<file path="src/tapcs_pkg.sv">
package tapcs_pkg;

  // tap controller states, standard sixteen-state encoding
  typedef enum logic [3:0] {
    TAP_RESET   = 4'hF,
    TAP_IDLE    = 4'hC,
    TAP_SEL_DR  = 4'h7,
    TAP_CAP_DR  = 4'h6,
    TAP_SH_DR   = 4'h2,
    TAP_EX1_DR  = 4'h1,
    TAP_PAU_DR  = 4'h3,
    TAP_EX2_DR  = 4'h0,
    TAP_UPD_DR  = 4'h5,
    TAP_SEL_IR  = 4'h4,
    TAP_CAP_IR  = 4'hE,
    TAP_SH_IR   = 4'hA,
    TAP_EX1_IR  = 4'h9,
    TAP_PAU_IR  = 4'hB,
    TAP_EX2_IR  = 4'h8,
    TAP_UPD_IR  = 4'hD
  } tapcs_state_t;

  localparam int IR_W = 4;
  localparam int ID_W = 32;
  localparam logic [IR_W-1:0] IR_RST      = 4'h1;
  localparam logic [IR_W-1:0] IR_CAPTURE  = 4'h1;
  localparam logic [IR_W-1:0] IR_BYPASS   = 4'hF;
  localparam logic [IR_W-1:0] IR_IDCODE   = 4'h1;
  // identification value is arbitrary
  localparam logic [ID_W-1:0] ID_VALUE    = 32'h0000_0001;

  localparam int  CLK_PERIOD_NS = 8;
  localparam int  INIT_TIME_NS  = 256;
  localparam int  INIT_CYCLES   = (INIT_TIME_NS + CLK_PERIOD_NS - 1) / CLK_PERIOD_NS;
  localparam int  INIT_CNT_W    = 6;
  localparam logic [INIT_CNT_W-1:0] INIT_LAST = INIT_CNT_W'(INIT_CYCLES - 1);

  // master-clock operating point: 0 = 19.2 MHz, 1 = 9.6 MHz
  localparam logic FSEL_19M2 = 1'b0;
  localparam logic FSEL_9M6  = 1'b1;

  typedef struct packed {
    logic tck;
    logic tms;
    logic tdi;
    logic trst_n;
  } tapcs_pins_t;

  typedef struct packed {
    logic tdo;
    logic tdo_oe;
  } tapcs_tdo_t;

endpackage : tapcs_pkg

</file>
<file path="src/tapcs_top.sv">
// Behaviour
// RULE1 - frequency select low means 19.2 MHz master clock, high means 9.6 MHz
// RULE2 - tap controller steps according to sampled mode select
// RULE3 - serial data in shifts into the selected instruction or data register
// RULE4 - serial data out changes on falling test clock edges
// RULE5 - serial data out is high impedance unless a shift is in progress
// RULE6 - test reset low forces the controller to reset state regardless of test clock
// RULE7 - board pulses or holds test reset low at power-up
// RULE8 - device reset low holds device in reset and low-power standby
// RULE9 - after device reset release with clock running, initialisation runs itself
// RULE10 - initialisation presets every control and status register to defaults
// RULE11 - sixteen-state controller samples mode select and data on rising test clock
`timescale 1ns/1ps
`default_nettype none
module tapcs_top (
  input  wire logic               core_clk,
  input  wire logic               sys_rst,
  input  wire tapcs_pkg::tapcs_pins_t pins_in,
  input  wire logic               device_reset_n,
  input  wire logic               freq_sel,
  output tapcs_pkg::tapcs_tdo_t   tdo_out,
  output logic                    standby_r,
  output logic                    init_busy_r,
  output logic                    regs_preset_r,
  output logic                    mclk_slow_r,
  output logic [3:0]              tap_state_r,
  output logic [3:0]              ir_r
);
  import tapcs_pkg::*;

  // ==========================================================
  // input synchronisers
  // ==========================================================
  logic [3:0] pin_s1_r, pin_s2_r;
  logic [1:0] dev_s1_r, dev_s2_r;
  logic       tck_d_r;
  always_ff @(posedge core_clk) begin
    if (sys_rst) begin
      pin_s1_r <= 4'h0;
      pin_s2_r <= 4'h0;
      dev_s1_r <= 2'h0;
      dev_s2_r <= 2'h0;
      tck_d_r  <= 1'b0;
    end else begin
      pin_s1_r <= pins_in;
      pin_s2_r <= pin_s1_r;
      dev_s1_r <= {device_reset_n, freq_sel};
      dev_s2_r <= dev_s1_r;
      tck_d_r  <= pin_s2_r[3];
    end
  end
  tapcs_pins_t p;
  assign p = pin_s2_r;
  logic tck_rise, tck_fall, trst_act, dev_rst_n_s, fsel_s;
  assign tck_rise    = p.tck & ~tck_d_r;
  assign tck_fall    = ~p.tck & tck_d_r;
  assign trst_act    = ~p.trst_n;
  assign dev_rst_n_s = dev_s2_r[1];
  assign fsel_s      = dev_s2_r[0];

  // ==========================================================
  // tap controller
  // ==========================================================
  function automatic tapcs_state_t tap_next(input tapcs_state_t s, input logic tms);
    case (s)
      TAP_RESET:  tap_next = tms ? TAP_RESET  : TAP_IDLE;
      TAP_IDLE:   tap_next = tms ? TAP_SEL_DR : TAP_IDLE;
      TAP_SEL_DR: tap_next = tms ? TAP_SEL_IR : TAP_CAP_DR;
      TAP_CAP_DR: tap_next = tms ? TAP_EX1_DR : TAP_SH_DR;
      TAP_SH_DR:  tap_next = tms ? TAP_EX1_DR : TAP_SH_DR;
      TAP_EX1_DR: tap_next = tms ? TAP_UPD_DR : TAP_PAU_DR;
      TAP_PAU_DR: tap_next = tms ? TAP_EX2_DR : TAP_PAU_DR;
      TAP_EX2_DR: tap_next = tms ? TAP_UPD_DR : TAP_SH_DR;
      TAP_UPD_DR: tap_next = tms ? TAP_SEL_DR : TAP_IDLE;
      TAP_SEL_IR: tap_next = tms ? TAP_RESET  : TAP_CAP_IR;
      TAP_CAP_IR: tap_next = tms ? TAP_EX1_IR : TAP_SH_IR;
      TAP_SH_IR:  tap_next = tms ? TAP_EX1_IR : TAP_SH_IR;
      TAP_EX1_IR: tap_next = tms ? TAP_UPD_IR : TAP_PAU_IR;
      TAP_PAU_IR: tap_next = tms ? TAP_EX2_IR : TAP_PAU_IR;
      TAP_EX2_IR: tap_next = tms ? TAP_UPD_IR : TAP_SH_IR;
      TAP_UPD_IR: tap_next = tms ? TAP_SEL_DR : TAP_IDLE;
      default:    tap_next = TAP_RESET;
    endcase
  endfunction

  tapcs_state_t st_r;
  always_ff @(posedge core_clk) begin
    if (sys_rst || trst_act)  // RULE6
      st_r <= TAP_RESET;
    else if (tck_rise)
      st_r <= tap_next(st_r, p.tms);  // RULE2 RULE11
  end
  assign tap_state_r = st_r;

  // ==========================================================
  // instruction and data registers
  // ==========================================================
  logic [IR_W-1:0] ir_sh_r, ir_q_r;
  logic [ID_W-1:0] dr_sh_r;
  always_ff @(posedge core_clk) begin
    if (sys_rst || trst_act || st_r == TAP_RESET) begin
      ir_sh_r <= IR_RST;
      ir_q_r  <= IR_RST;
      dr_sh_r <= '0;
    end else if (tck_rise) begin
      case (st_r)
        TAP_CAP_IR: ir_sh_r <= IR_CAPTURE;
        TAP_SH_IR:  ir_sh_r <= {p.tdi, ir_sh_r[IR_W-1:1]};  // RULE3
        TAP_UPD_IR: ir_q_r  <= ir_sh_r;
        TAP_CAP_DR: dr_sh_r <= (ir_q_r == IR_IDCODE) ? ID_VALUE : '0;
        TAP_SH_DR: begin
          if (ir_q_r == IR_IDCODE)
            dr_sh_r <= {p.tdi, dr_sh_r[ID_W-1:1]};  // RULE3
          else
            dr_sh_r <= {{(ID_W-1){1'b0}}, p.tdi};  // RULE3
        end
        default: ;
      endcase
    end
  end
  assign ir_r = ir_q_r;

  // serial out changes on falling edge and clears on test reset, driven only while shifting
  always_ff @(posedge core_clk) begin
    if (sys_rst || trst_act) begin
      tdo_out <= '0;
    end else if (tck_fall) begin
      tdo_out.tdo_oe <= (st_r == TAP_SH_IR) || (st_r == TAP_SH_DR);  // RULE5
      tdo_out.tdo    <= (st_r == TAP_SH_IR) ? ir_sh_r[0] : dr_sh_r[0];  // RULE4
    end
  end

  // ==========================================================
  // device reset, standby and initialisation
  // ==========================================================
  logic [INIT_CNT_W-1:0] init_cnt_r;
  always_ff @(posedge core_clk) begin
    if (sys_rst || !dev_rst_n_s) begin
      standby_r     <= 1'b1;  // RULE8
      init_busy_r   <= 1'b0;
      regs_preset_r <= 1'b0;
      init_cnt_r    <= '0;
    end else if (standby_r) begin
      standby_r   <= 1'b0;
      init_busy_r <= 1'b1;  // RULE9
    end else if (init_busy_r) begin
      if (init_cnt_r == INIT_LAST) begin
        init_busy_r   <= 1'b0;
        regs_preset_r <= 1'b1;  // RULE10
      end else
        init_cnt_r <= init_cnt_r + 1'b1;
    end
  end

  always_ff @(posedge core_clk) begin
    if (sys_rst)
      mclk_slow_r <= FSEL_19M2;
    else if (standby_r)
      mclk_slow_r <= (fsel_s == FSEL_9M6);  // RULE1
  end
endmodule // tapcs_top
`default_nettype wire

</file>
<file path="config.mk">
export PLATFORM = sky130hd
export DESIGN_NAME = tapcs_top
export DESIGN_NICKNAME = d
export VERILOG_FILES = /design/src/tapcs_pkg.sv /design/src/tapcs_top.sv
export SDC_FILE = /design/constraint.sdc
export NUM_CORES = 1
export LEC_CHECK = 0
export ABC_AREA = 1
export BUFFER_PORTS_ARGS = -buffer_cell sky130_fd_sc_hd__clkbuf_2
export CORE_AREA = 3 3 102 104
export DETAILED_ROUTE_END_ITERATION = 8
export DIE_AREA = 0 0 105 107
export GPL_TIMING_DRIVEN = 0
export SYNTH_ARGS = -nofsm -noshare
export SYNTH_HDL_FRONTEND = slang
export SYNTH_SLANG_ARGS = --single-unit
</file>
<file path="constraint.sdc">
create_clock -name core_clk -period 1.28 [get_ports core_clk]
set_input_delay 0.128 -clock core_clk [delete_from_list [all_inputs] [get_ports core_clk]]
set_output_delay 0.128 -clock core_clk [all_outputs]
set_load 0.05 [all_outputs]
</file>
==> qor.csv, run 1 <==
metric;value;unit
Row Count;36;
Area Overhead vs Synth;33.2;%
HP Class;in -> reg;
Worst path max stage delay;0.38;ns
RSZ-0062 raised after global routing;yes;
total power;4370;uW
Worst VDD drop;0.000654;V
CTS sink count;69;
Detail Route Antenna Nets;0;
crit path buf inv count;2;
count of cell types in the netlist;23;
placed cell areas;3050;um2
DIE HEIGHT;107;um
critical-path cell list;inv_4 -> nand3_4 -> nor2_4 -> buf_6 -> o21ai_0 -> a21oi_1;
register area share after synthesis;0.502;
final slew viol count;0;
HPWL Detailed;3840;um
Worst-Margin Slew;0.395;ns
kind of critical path;reg -> reg;
vias in the first global route;2346;
final hold violation count;0;
net count after synthesis;372;
clk root buf;clkbuf_8;
Global Route Usage Sum;0.110;
Lkg Pwr;0.00146;uW
min Tclk post-route;1.23;ns
design area;3660;um2
pin count of the biggest net entering global routing;13;
status;complete, no violations;
GP Congestion;0.780;
DR pass1 iterations;4;
Initial Util;0.285;
final net count;422;
worst-path maximum fanout;8;
number of synthesized register bits;69;
synthesized instance count;363;
yosys synthesis warning count;0;
crit start category;flip-flop;
CTS tree;built;
PD cells;1190;nW/um2
Slew Limit Headroom;0.737;
total CTS buffers;9;
CTS max path bufs;2;
Ant. Diodes;0;
Final period util;0.960;
Worst EP required;1.55;ns
IO buf count;21;
Slowest-stage cell, CP;dfxtp_4;
Overflow after GRT;0;
die area;11200;um2
Max Freq;813;MHz
clock-pin slew of the registers on the worst-case setup and hold paths;0.07;ns
Post-route DRC;0;
initial antenna violation count;0;
clock insertion delay at the later pin of the skew report;0.34;ns
Synth Area per Inst;7.58;um2
Die Width;105;um
DR vias/cell;4.53;
# IOs;22;
first-pass GRT wire length;10300;um
Final setup viols;0;
initial DRC count;102;
Top delay family on crit path;flip-flops;
Max-Cap Viols;0;
core area;9640;um2
clk_skew;0.0105;ns
CTS H-tree lvls;3;
vias;2496;
drt total wl;6160;um
mapped cell area;2750;um2
share of cells above drive strength 1;0.254;
drt wl/cell;11.2;um
CP arrival;1.50;ns
type of destination of the critical path;flip-flop;
[power breakdown]
group          internal [uW]  switching [uW]  total (uW)
Combinational           43.6            63.2         107
Clock                   1320             780        2100
Sequential              2160            11.5        2170
Total                   3520             855        4370
[cell usage in the layout (no fill, tap or decap)]
master,instances
nand2_1,44
buf_4,8
buf_6,14
dfxtp_4,6
nor2_4,5
ha_4,1
nand2_4,1
dlygate4sd3_1,7
nand2_2,2
clkbuf_2,22
clkbuf_4,1
clkbuf_1,2
bufinv_16,2
nor2_2,4
buf_2,1
o21ai_2,3
a21oi_2,5
inv_1,33
dfxtp_1,57
o21ai_0,35
clkbuf_8,11
o21ai_4,1
a21oi_1,42
clkinv_2,1
nor2_1,32
clkinv_1,1
a31oi_1,1
a21boi_0,1
nand3_4,2
nand4_1,2
inv_2,2
xor2_1,1
dfxtp_2,6
inv_4,4
o21ai_1,11
nand3_1,43
clkbuf_16,1
buf_12,1
nand3_2,2
[layer usage]
metal / routed length (um) / global-route usage / share of wire
met5: 0 / 0 / 0
met3: 288 / 0.0391 / 0.047
met4: 80 / 0.0440 / 0.013
met1: 2840 / 0.126 / 0.46
met2: 2950 / 0.188 / 0.48
[path summary, 6_finish.rpt]
path	startpoint	slack (ns)	cells after the start	end
max	tap_state_r[3]$_SDFFE_PP1P_	0.05	6	dr_sh_r[10]$_SDFFE_PP0P_
min	sys_rst	0.15	4	mclk_slow_r$_SDFFE_PP0P_
max reg2reg	tap_state_r[3]$_SDFFE_PP1P_	0.05	6	dr_sh_r[10]$_SDFFE_PP0P_
min reg2reg	pin_s1_r[3]$_SDFF_PP0_	0.40	2	p[3]$_SDFF_PP0_
[registers in the layout (all words and copies together) (netlist names), 2 cells and up]
signal,flops
dr_sh_r,32
init_cnt_r,6
ir_r,4
ir_sh_r,4
p,4
pin_s1_r,4
tap_state_r,4
dev_s1_r,2
dev_s2_r,2
tdo_out,2
[cell families after synthesis]
group | synth area share
AOI/OAI and AO/OA | 0.183
xor gates and xnor gates | 0.00318
buffers and inverters | 0.0905
DFF | 0.502
adders and majority gates | 0.00455
and+or+nand+nor | 0.217
[through the flow]
step	std cells	TNS [ns]	worst slack (ns)	utilization	hold WS [ns]
6_report	551	0	0.0506	0.380	0.155
5_1_grt	551	-0.0836	-0.0171	0.380	0.196
4_1_cts	543	-0.00281	-0.00281	0.358	0.150
3_5_place_dp	517	-4.59	-0.203	0.316	0.325
3_3_place_gp	517	-3.84	-0.140	0.316	0.322
2_1_floorplan	363	0	0.00639	-	0.199
[area by class of cell]
| class | instances | area, um2 |
|---|---|---|
| tap | 133 | 166 |
| timing repair buffer | 38 | 272 |
| clock buffer | 13 | 180 |
| sequential | 69 | 1410 |
| fill | 1002 | 5970 |
| inverter | 40 | 160 |
| buffer | 17 | 163 |
| clock inverter | 3 | 65.1 |
| multi-input combinational | 238 | 1250 |
[worst register-to-register path: stages (launching register included)]
cell and delay [ns]:
dfxtp_4 0.38, inv_4 0.08, nand3_4 0.10, nor2_4 0.22, buf_6 0.16, o21ai_0 0.08
a21oi_1 0.14
[synth_stat cells, drive strengths merged]
cell | instances | area, um2
nor2 | 40 | 165
a21boi | 1 | 7.51
clkinv | 1 | 3.75
buf | 15 | 91.3
nand4 | 2 | 12.5
clkbuf | 2 | 7.51
xor2 | 1 | 8.76
dfxtp | 69 | 1380
a21oi | 47 | 235
a31oi | 1 | 6.26
o21ai | 50 | 254
inv | 39 | 146
nand3 | 47 | 240
nand2 | 47 | 179
ha | 1 | 12.5
[what timing repair did]
item / in CTS / in global routing
setup buffers: 3 / 3
hold buffers: 7 / 0
gates resized for setup: 22 / 50
cloned: 0 / 5
endpoints found under the setup margin: 43 / 45
pin swaps: 3 / 9
endpoints found under the hold margin: 9 / 0
Power figures use the tool's default switching activity.
==> inputs of run 2 (changes only) <==
--- a/config.mk
+++ b/config.mk
@@ -7,9 +7,9 @@
 export LEC_CHECK = 0
 export ABC_AREA = 1
 export BUFFER_PORTS_ARGS = -buffer_cell sky130_fd_sc_hd__clkbuf_2
-export CORE_AREA = 3 3 102 104
+export CORE_AREA = 3 3 100 102
 export DETAILED_ROUTE_END_ITERATION = 8
-export DIE_AREA = 0 0 105 107
+export DIE_AREA = 0 0 103 105
 export GPL_TIMING_DRIVEN = 0
 export SYNTH_ARGS = -nofsm -noshare
 export SYNTH_HDL_FRONTEND = slang
==> run 2 against run 1 <==
  * Worst hold slack worse by 0.14 ns
  * Sequential share of layout area up 0.16 points
  * Total power down 6.3%
  * Highest routed layer unchanged
  * Non-clock buffer count up 5
  * Clock skew up 0.0029 ns
  * Clock power down 13%
  * Global-route usage down 0.052 points
  * Sequential power about the same
  * Sequential cell count unchanged
  * Maximum frequency down 0.96%
  * Combinational power about the same
  * Largest power group unchanged
==> qor.csv, run 2 (synthesized netlist as in run 1, its figures left out) <==
metric;value;unit;change
status;complete, no violations;;unchanged
Final setup viols;0;;unchanged
drt wl/cell;11.7;um;was 11.2 um
share of cells above drive strength 1;0.262;;was 0.254
fin cells;534;;was 551
CTS H-tree lvls;3;;unchanged
CP Launch Point;tap_state_r[3]$_SDFFE_PP1P_;;unchanged
HP Class;in -> reg;;unchanged
FF-to-FF End;dr_sh_r[25]$_SDFFE_PP0P_;;was dr_sh_r[10]$_SDFFE_PP0P_
crit start category;flip-flop;;unchanged
drt total wl;6250;um;was 6160 um
worst r2r path cells;7;;was 6
initial DRC count;95;;was 102
Max Freq;806;MHz;was 813 MHz
Largest register FFs;32;;unchanged
die area;10800;um2;was 11200 um2
first-pass GRT wire length;9820;um;was 10300 um
min Tclk post-route;1.24;ns;was 1.23 ns
top flop regs;dr_sh_r x32, init_cnt_r x6;;unchanged
vias;2534;;was 2496
final hold violation count;0;;unchanged
vias in the first global route;2265;;was 2346
R2R setup slack;0.04;ns;was 0.05 ns
final core occ;0.396;;was 0.380
kind of critical path;reg -> reg;;unchanged
pin count of the biggest net entering global routing;13;;unchanged
CTS tree;built;;unchanged
final slew viol count;0;;unchanged
core area;9200;um2;was 9640 um2
Area Overhead vs Synth;32.5;%;was 33.2%
WHS;0.0175;ns;was 0.155 ns
Biggest register;dr_sh_r;;unchanged
Initial Util;0.299;;was 0.285
total CTS buffers;9;;unchanged
IO buf count;21;;unchanged
most common cell after layout, fill and taps aside;dfxtp_1;;unchanged
Lkg Pwr;0.00147;uW;was 0.00146 uW
Global Route Usage Sum;0.110;;about the same
worst-path maximum fanout;8;;unchanged
DIE HEIGHT;105;um;was 107 um
Final period util;0.970;;was 0.960
Slew Limit Headroom;0.744;;was 0.737
Worst VDD drop;0.00101;V;was 0.000654 V
CP endpoint;dr_sh_r[25]$_SDFFE_PP0P_;;was dr_sh_r[10]$_SDFFE_PP0P_
Worst EP required;1.56;ns;was 1.55 ns
clk root buf;clkbuf_8;;unchanged
Post-route DRC;0;;unchanged
final net count;427;;was 422
Detail Route Antenna Nets;0;;unchanged
Ant. Diodes;0;;unchanged
initial antenna violation count;0;;unchanged
CTS max path bufs;2;;unchanged
Max-Cap Viols;0;;unchanged
GP Congestion;0.775;;was 0.780
type of destination of the critical path;flip-flop;;unchanged
DR pass1 iterations;4;;unchanged
DR vias/cell;4.75;;was 4.53
CP arrival;1.52;ns;was 1.50 ns
Row Count;35;;was 36
PD cells;1120;nW/um2;was 1190 nW/um2
Overflow after GRT;0;;unchanged
clock-pin slew of the registers on the worst-case setup and hold paths;0.08;ns;was 0.07 ns
r2r startpoint;tap_state_r[3]$_SDFFE_PP1P_;;unchanged
CTS sink count;69;;unchanged
HPWL Detailed;3760;um;was 3840 um
Cells after DPL;495;;was 517
Worst-Margin Slew;0.385;ns;was 0.395 ns
# IOs;22;;unchanged
Die Width;103;um;was 105 um
clk_skew;0.0133;ns;was 0.0105 ns
RSZ-0062 raised after global routing;yes;;unchanged
most frequent cells in the layout;dfxtp_1, a21oi_1, nand3_1;;was dfxtp_1, nand2_1, nand3_1
clock insertion delay at the later pin of the skew report;0.34;ns;about the same
==> run 2: changes by cell type in the layout (fill, tap and decap cells not counted), moves of 3 or more <==
cell / change
o21ai_0: -7
o21ai_1: +6
buf_4: +5
nand2_2: +3
==> run 2: metal layers <==
layer / GRT usage / vias up / wire length [um]
met5: 0 / - / 0
li1: - / 1325 / -
met1: 0.143 / 1157 / 3020
met4: 0.0426 / 0 / 72
met3: 0.0327 / 7 / 211
met2: 0.169 / 45 / 2950
==> run 2: cell type report <==
class	count	area, um2
Clock buffer	12	188
Multi-Input combinational cell	238	1240
Sequential cell	69	1410
Timing Repair Buffer	43	317
Clock inverter	4	26.3
Fill cell	930	5550
Inverter	40	163
Buffer	17	165
Tap cell	111	139
==> run 2: report_power, final <==
part           switching [uW]  internal (uW)
logic                    63.9           41.0
registers                11.2           2160
clock network             841            989
total                     916           3190
==> run 2: repair_timing <==
action | 4_1_cts | 5_1_grt
hold buffers | 6 | 0
buffers inserted | 2 | 7
pin swaps | 1 | 7
hold endpoints to repair | 6 | 0
gates resized for setup | 16 | 66
endpoints found under the setup margin | 45 | 45
gates cloned | 0 | 8
==> run 2: through the flow <==
stage	area [um2]	TNS [ns]	total power, uW	worst slack (ns)
6_report	3650	0	4100	0.0387
5_1_grt	3650	-0.200	4250	-0.0421
4_1_cts	3350	-0.118	4140	-0.0267
3_5_place_dp	3020	-5.23	2300	-0.172
3_3_place_gp	3020	-4.55	2300	-0.168
2_1_floorplan	2780	0	2270	0.00639
==> run 2: critical path: stages, from the launching register on <==
cell and delay [ns]:
dfxtp_4 0.38, inv_4 0.08, nand3_4 0.10, nor2_4 0.13
buf_12 0.14, buf_2 0.16, o21ai_1 0.07, a21oi_1 0.11
==> run 2: worst min-delay path by stage <==
stage | from | slack, ns | end | cells past startpoint
floorplan | sys_rst | 0.20 | p[0]$_SDFF_PP0_ | 1
global placement | pins_in[2] | 0.32 | pin_s1_r[2]$_SDFF_PP0_ | 3
detailed placement | pins_in[1] | 0.32 | pin_s1_r[1]$_SDFF_PP0_ | 3
CTS | sys_rst | 0.01 | p[2]$_SDFF_PP0_ | 2
global route | sys_rst | 0.02 | p[2]$_SDFF_PP0_ | 2
finish | sys_rst | 0.02 | p[2]$_SDFF_PP0_ | 2
==> inputs of run 3 (changes only) <==
--- a/config.mk
+++ b/config.mk
@@ -7,10 +7,11 @@
 export LEC_CHECK = 0
 export ABC_AREA = 1
 export BUFFER_PORTS_ARGS = -buffer_cell sky130_fd_sc_hd__clkbuf_2
-export CORE_AREA = 3 3 100 102
+export CORE_AREA = 3 3 90 114
 export DETAILED_ROUTE_END_ITERATION = 8
-export DIE_AREA = 0 0 103 105
+export DIE_AREA = 0 0 93 117
 export GPL_TIMING_DRIVEN = 0
+export SKIP_CTS_REPAIR_TIMING = 1
 export SYNTH_ARGS = -nofsm -noshare
 export SYNTH_HDL_FRONTEND = slang
 export SYNTH_SLANG_ARGS = --single-unit
==> run 3 against run 2 <==
  * The flow now finishes with violations (hold timing)
  * Utilization increased by 0.23 points
  * Sequential share of layout area decreased by 0.064 points
  * Critical path depth decreased by 1
  * Global-route usage decreased by 0.090 points
  * Die area increased by 0.61%
  * Wire length decreased by 5.0%
  * First-iteration DRC count decreased by 9.5%
  * Sequential cell count unchanged
  * Largest power group is now clock
==> qor.csv, run 3 (synthesized netlist as in run 1, its figures left out) <==
metric;value;unit;change
Hold Path Cell Cnt;3;;was 2
Worst VDD drop;0.00107;V;was 0.00101 V
crit path buf inv count;2;;was 3
drt total wl;5940;um;was 6250 um
kind of critical path;reg -> reg;;unchanged
dpl ws;-0.162;ns;was -0.172 ns
pin count of the biggest net entering global routing;12;;was 13
Global Route Usage Sum;0.109;;was 0.110
total CTS buffers;9;;unchanged
most common cell after layout, fill and taps aside;dfxtp_1;;unchanged
Hold EP;pin_s1_r[1]$_SDFF_PP0_;;was p[2]$_SDFF_PP0_
RSZ-0062 raised after global routing;yes;;unchanged
initial DRC count;86;;was 95
Biggest register;dr_sh_r;;unchanged
min Tclk post-route;1.25;ns;was 1.24 ns
clk root buf;clkbuf_16;;was clkbuf_8
vias in the first global route;2248;;was 2265
Final setup viols;0;;unchanged
post-route setup TNS;0;ns;unchanged
drt wl/cell;11.0;um;was 11.7 um
most frequent cells in the layout;dfxtp_1, a21oi_1, nand2_1;;was dfxtp_1, a21oi_1, nand3_1
type of destination of the critical path;flip-flop;;unchanged
Lkg Pwr;0.00149;uW;was 0.00147 uW
crit start category;flip-flop;;unchanged
Worst-Margin Slew;0.389;ns;was 0.385 ns
DR vias/cell;4.69;;was 4.75
CTS sink count;69;;unchanged
WHS;-0.00472;ns;was 0.0175 ns
Post-route DRC;0;;unchanged
violated checks;hold timing;;
final net count;423;;was 427
Slew Limit Headroom;0.741;;was 0.744
clock-pin slew of the registers on the worst-case setup and hold paths;0.06;ns;was 0.08 ns
worst r2r path cells;6;;was 7
Area Overhead vs Synth;33.0;%;was 32.5%
final slew viol count;0;;unchanged
final hold violation count;4;;was 0
Ant. Diodes;0;;unchanged
first-pass GRT wire length;9630;um;was 9820 um
WP depth;6;;was 7
Max Freq;798;MHz;was 806 MHz
PD cells;1270;nW/um2;was 1120 nW/um2
# IOs;22;;unchanged
DIE HEIGHT;117;um;was 105 um
Slowest-stage cell, CP;dfxtp_4;;unchanged
core area;9170;um2;was 9200 um2
DR pass1 iterations;4;;unchanged
r2r startpoint;tap_state_r[0]$_SDFFE_PP1P_;;was tap_state_r[3]$_SDFFE_PP1P_
worst-path maximum fanout;8;;unchanged
CTS H-tree lvls;3;;unchanged
CTS tree;built;;unchanged
Worst EP required;1.54;ns;was 1.56 ns
Top delay family on crit path;flip-flops;;unchanged
Die Width;93;um;was 103 um
HPWL Detailed;3740;um;was 3760 um
GP Congestion;0.831;;was 0.775
Final period util;0.980;;was 0.970
CTS max path bufs;2;;unchanged
die area;10900;um2;was 10800 um2
CP arrival;1.51;ns;was 1.52 ns
R2R setup slack;0.03;ns;was 0.04 ns
Worst path max stage delay;0.37;ns;was 0.38 ns
Overflow after GRT;0;;unchanged
Initial Util;0.300;;was 0.299
Largest register FFs;32;;unchanged
Row Count;39;;was 35
share of cells above drive strength 1;0.255;;was 0.262
IO buf count;21;;unchanged
HP Class;in -> reg;;unchanged
initial antenna violation count;0;;unchanged
FF-to-FF End;dr_sh_r[22]$_SDFFE_PP0P_;;was dr_sh_r[25]$_SDFFE_PP0P_
status;finished with violations;;was complete, no violations
vias;2541;;was 2534
final worst slack;0.0261;ns;was 0.0387 ns
Max-Cap Viols;0;;unchanged
clk_skew;0.00642;ns;was 0.0133 ns
top flop regs;dr_sh_r x32, init_cnt_r x6;;unchanged
critical-path cell list;inv_6 -> nand3_4 -> nor2_4 -> buf_4 -> o21ai_0 -> a21oi_1;;was inv_4 -> nand3_4 -> nor2_4 -> buf_12 -> buf_2 -> o21ai_1 -> a21oi_1
clock insertion delay at the later pin of the skew report;0.32;ns;was 0.34 ns
Hold Startpoint;pins_in[1];;was sys_rst
Detail Route Antenna Nets;0;;unchanged
[run 3: cell types whose count changed in the layout (fill, tap and decap cells not counted), sizes merged]
cell,previous run,this run
dlygate4sd3,6,1
buf,31,33
clkinv,4,3
clkinvlp,1,0
inv,39,40
[run 3: worst max-delay path by stage]
stage                                startpoint                         end  slack [ns]
finish              tap_state_r[0]$_SDFFE_PP1P_    dr_sh_r[22]$_SDFFE_PP0P_        0.03
global route        tap_state_r[2]$_SDFFE_PP1P_    dr_sh_r[12]$_SDFFE_PP0P_       -0.05
CTS                  init_cnt_r[0]$_SDFFE_PP0P_  init_cnt_r[2]$_SDFFE_PP0P_       -0.18
detailed placement   init_cnt_r[0]$_SDFFE_PP0P_  init_cnt_r[0]$_SDFFE_PP0P_       -0.16
global placement     init_cnt_r[0]$_SDFFE_PP0P_  init_cnt_r[1]$_SDFFE_PP0P_       -0.17
floorplan                     standby_r$_DFF_P_  init_cnt_r[0]$_SDFFE_PP0P_       0.006
[run 3: final cells by class]
cell class / instances / area [um2]
fill: 974 / 5520
sequential: 69 / 1410
multi-input combinational: 238 / 1220
clock buffer: 13 / 280
timing repair buffer: 39 / 270
inverter: 40 / 163
tap: 123 / 154
buffer: 17 / 144
clock inverter: 3 / 16.3
[run 3: per-stage QoR]
stage	total power, uW	instance area (um2)	instances	util
after global routing	4780	3660	542	0.399
after detailed placement	2300	3030	507	0.331
after global placement	2300	3030	507	0.331
final	4630	3660	542	0.399
after CTS	4680	3330	523	0.363
after floorplan	2270	2780	363	-
[run 3: routing by layer]
metal,vias to the layer above,wire (um),global-route usage
met2,39,2950,0.183
met4,0,117,0.0655
met3,8,178,0.0269
li1,1308,-,-
met5,-,0,0
met1,1186,2700,0.126
[run 3: report_power, final]
group / switching [uW] / total, uW / internal [uW] / leakage, uW
combinational: 59.5 / 91.0 / 31.5 / 0.000773
clock: 853 / 2370 / 1520 / 0.000152
sequential: 10.5 / 2170 / 2160 / 0.000562
[run 3: tightest hold or removal path: stages]
cell	delay [ns]
clkbuf_2	0.08
inv_1	0.04
nor2_1	0.03
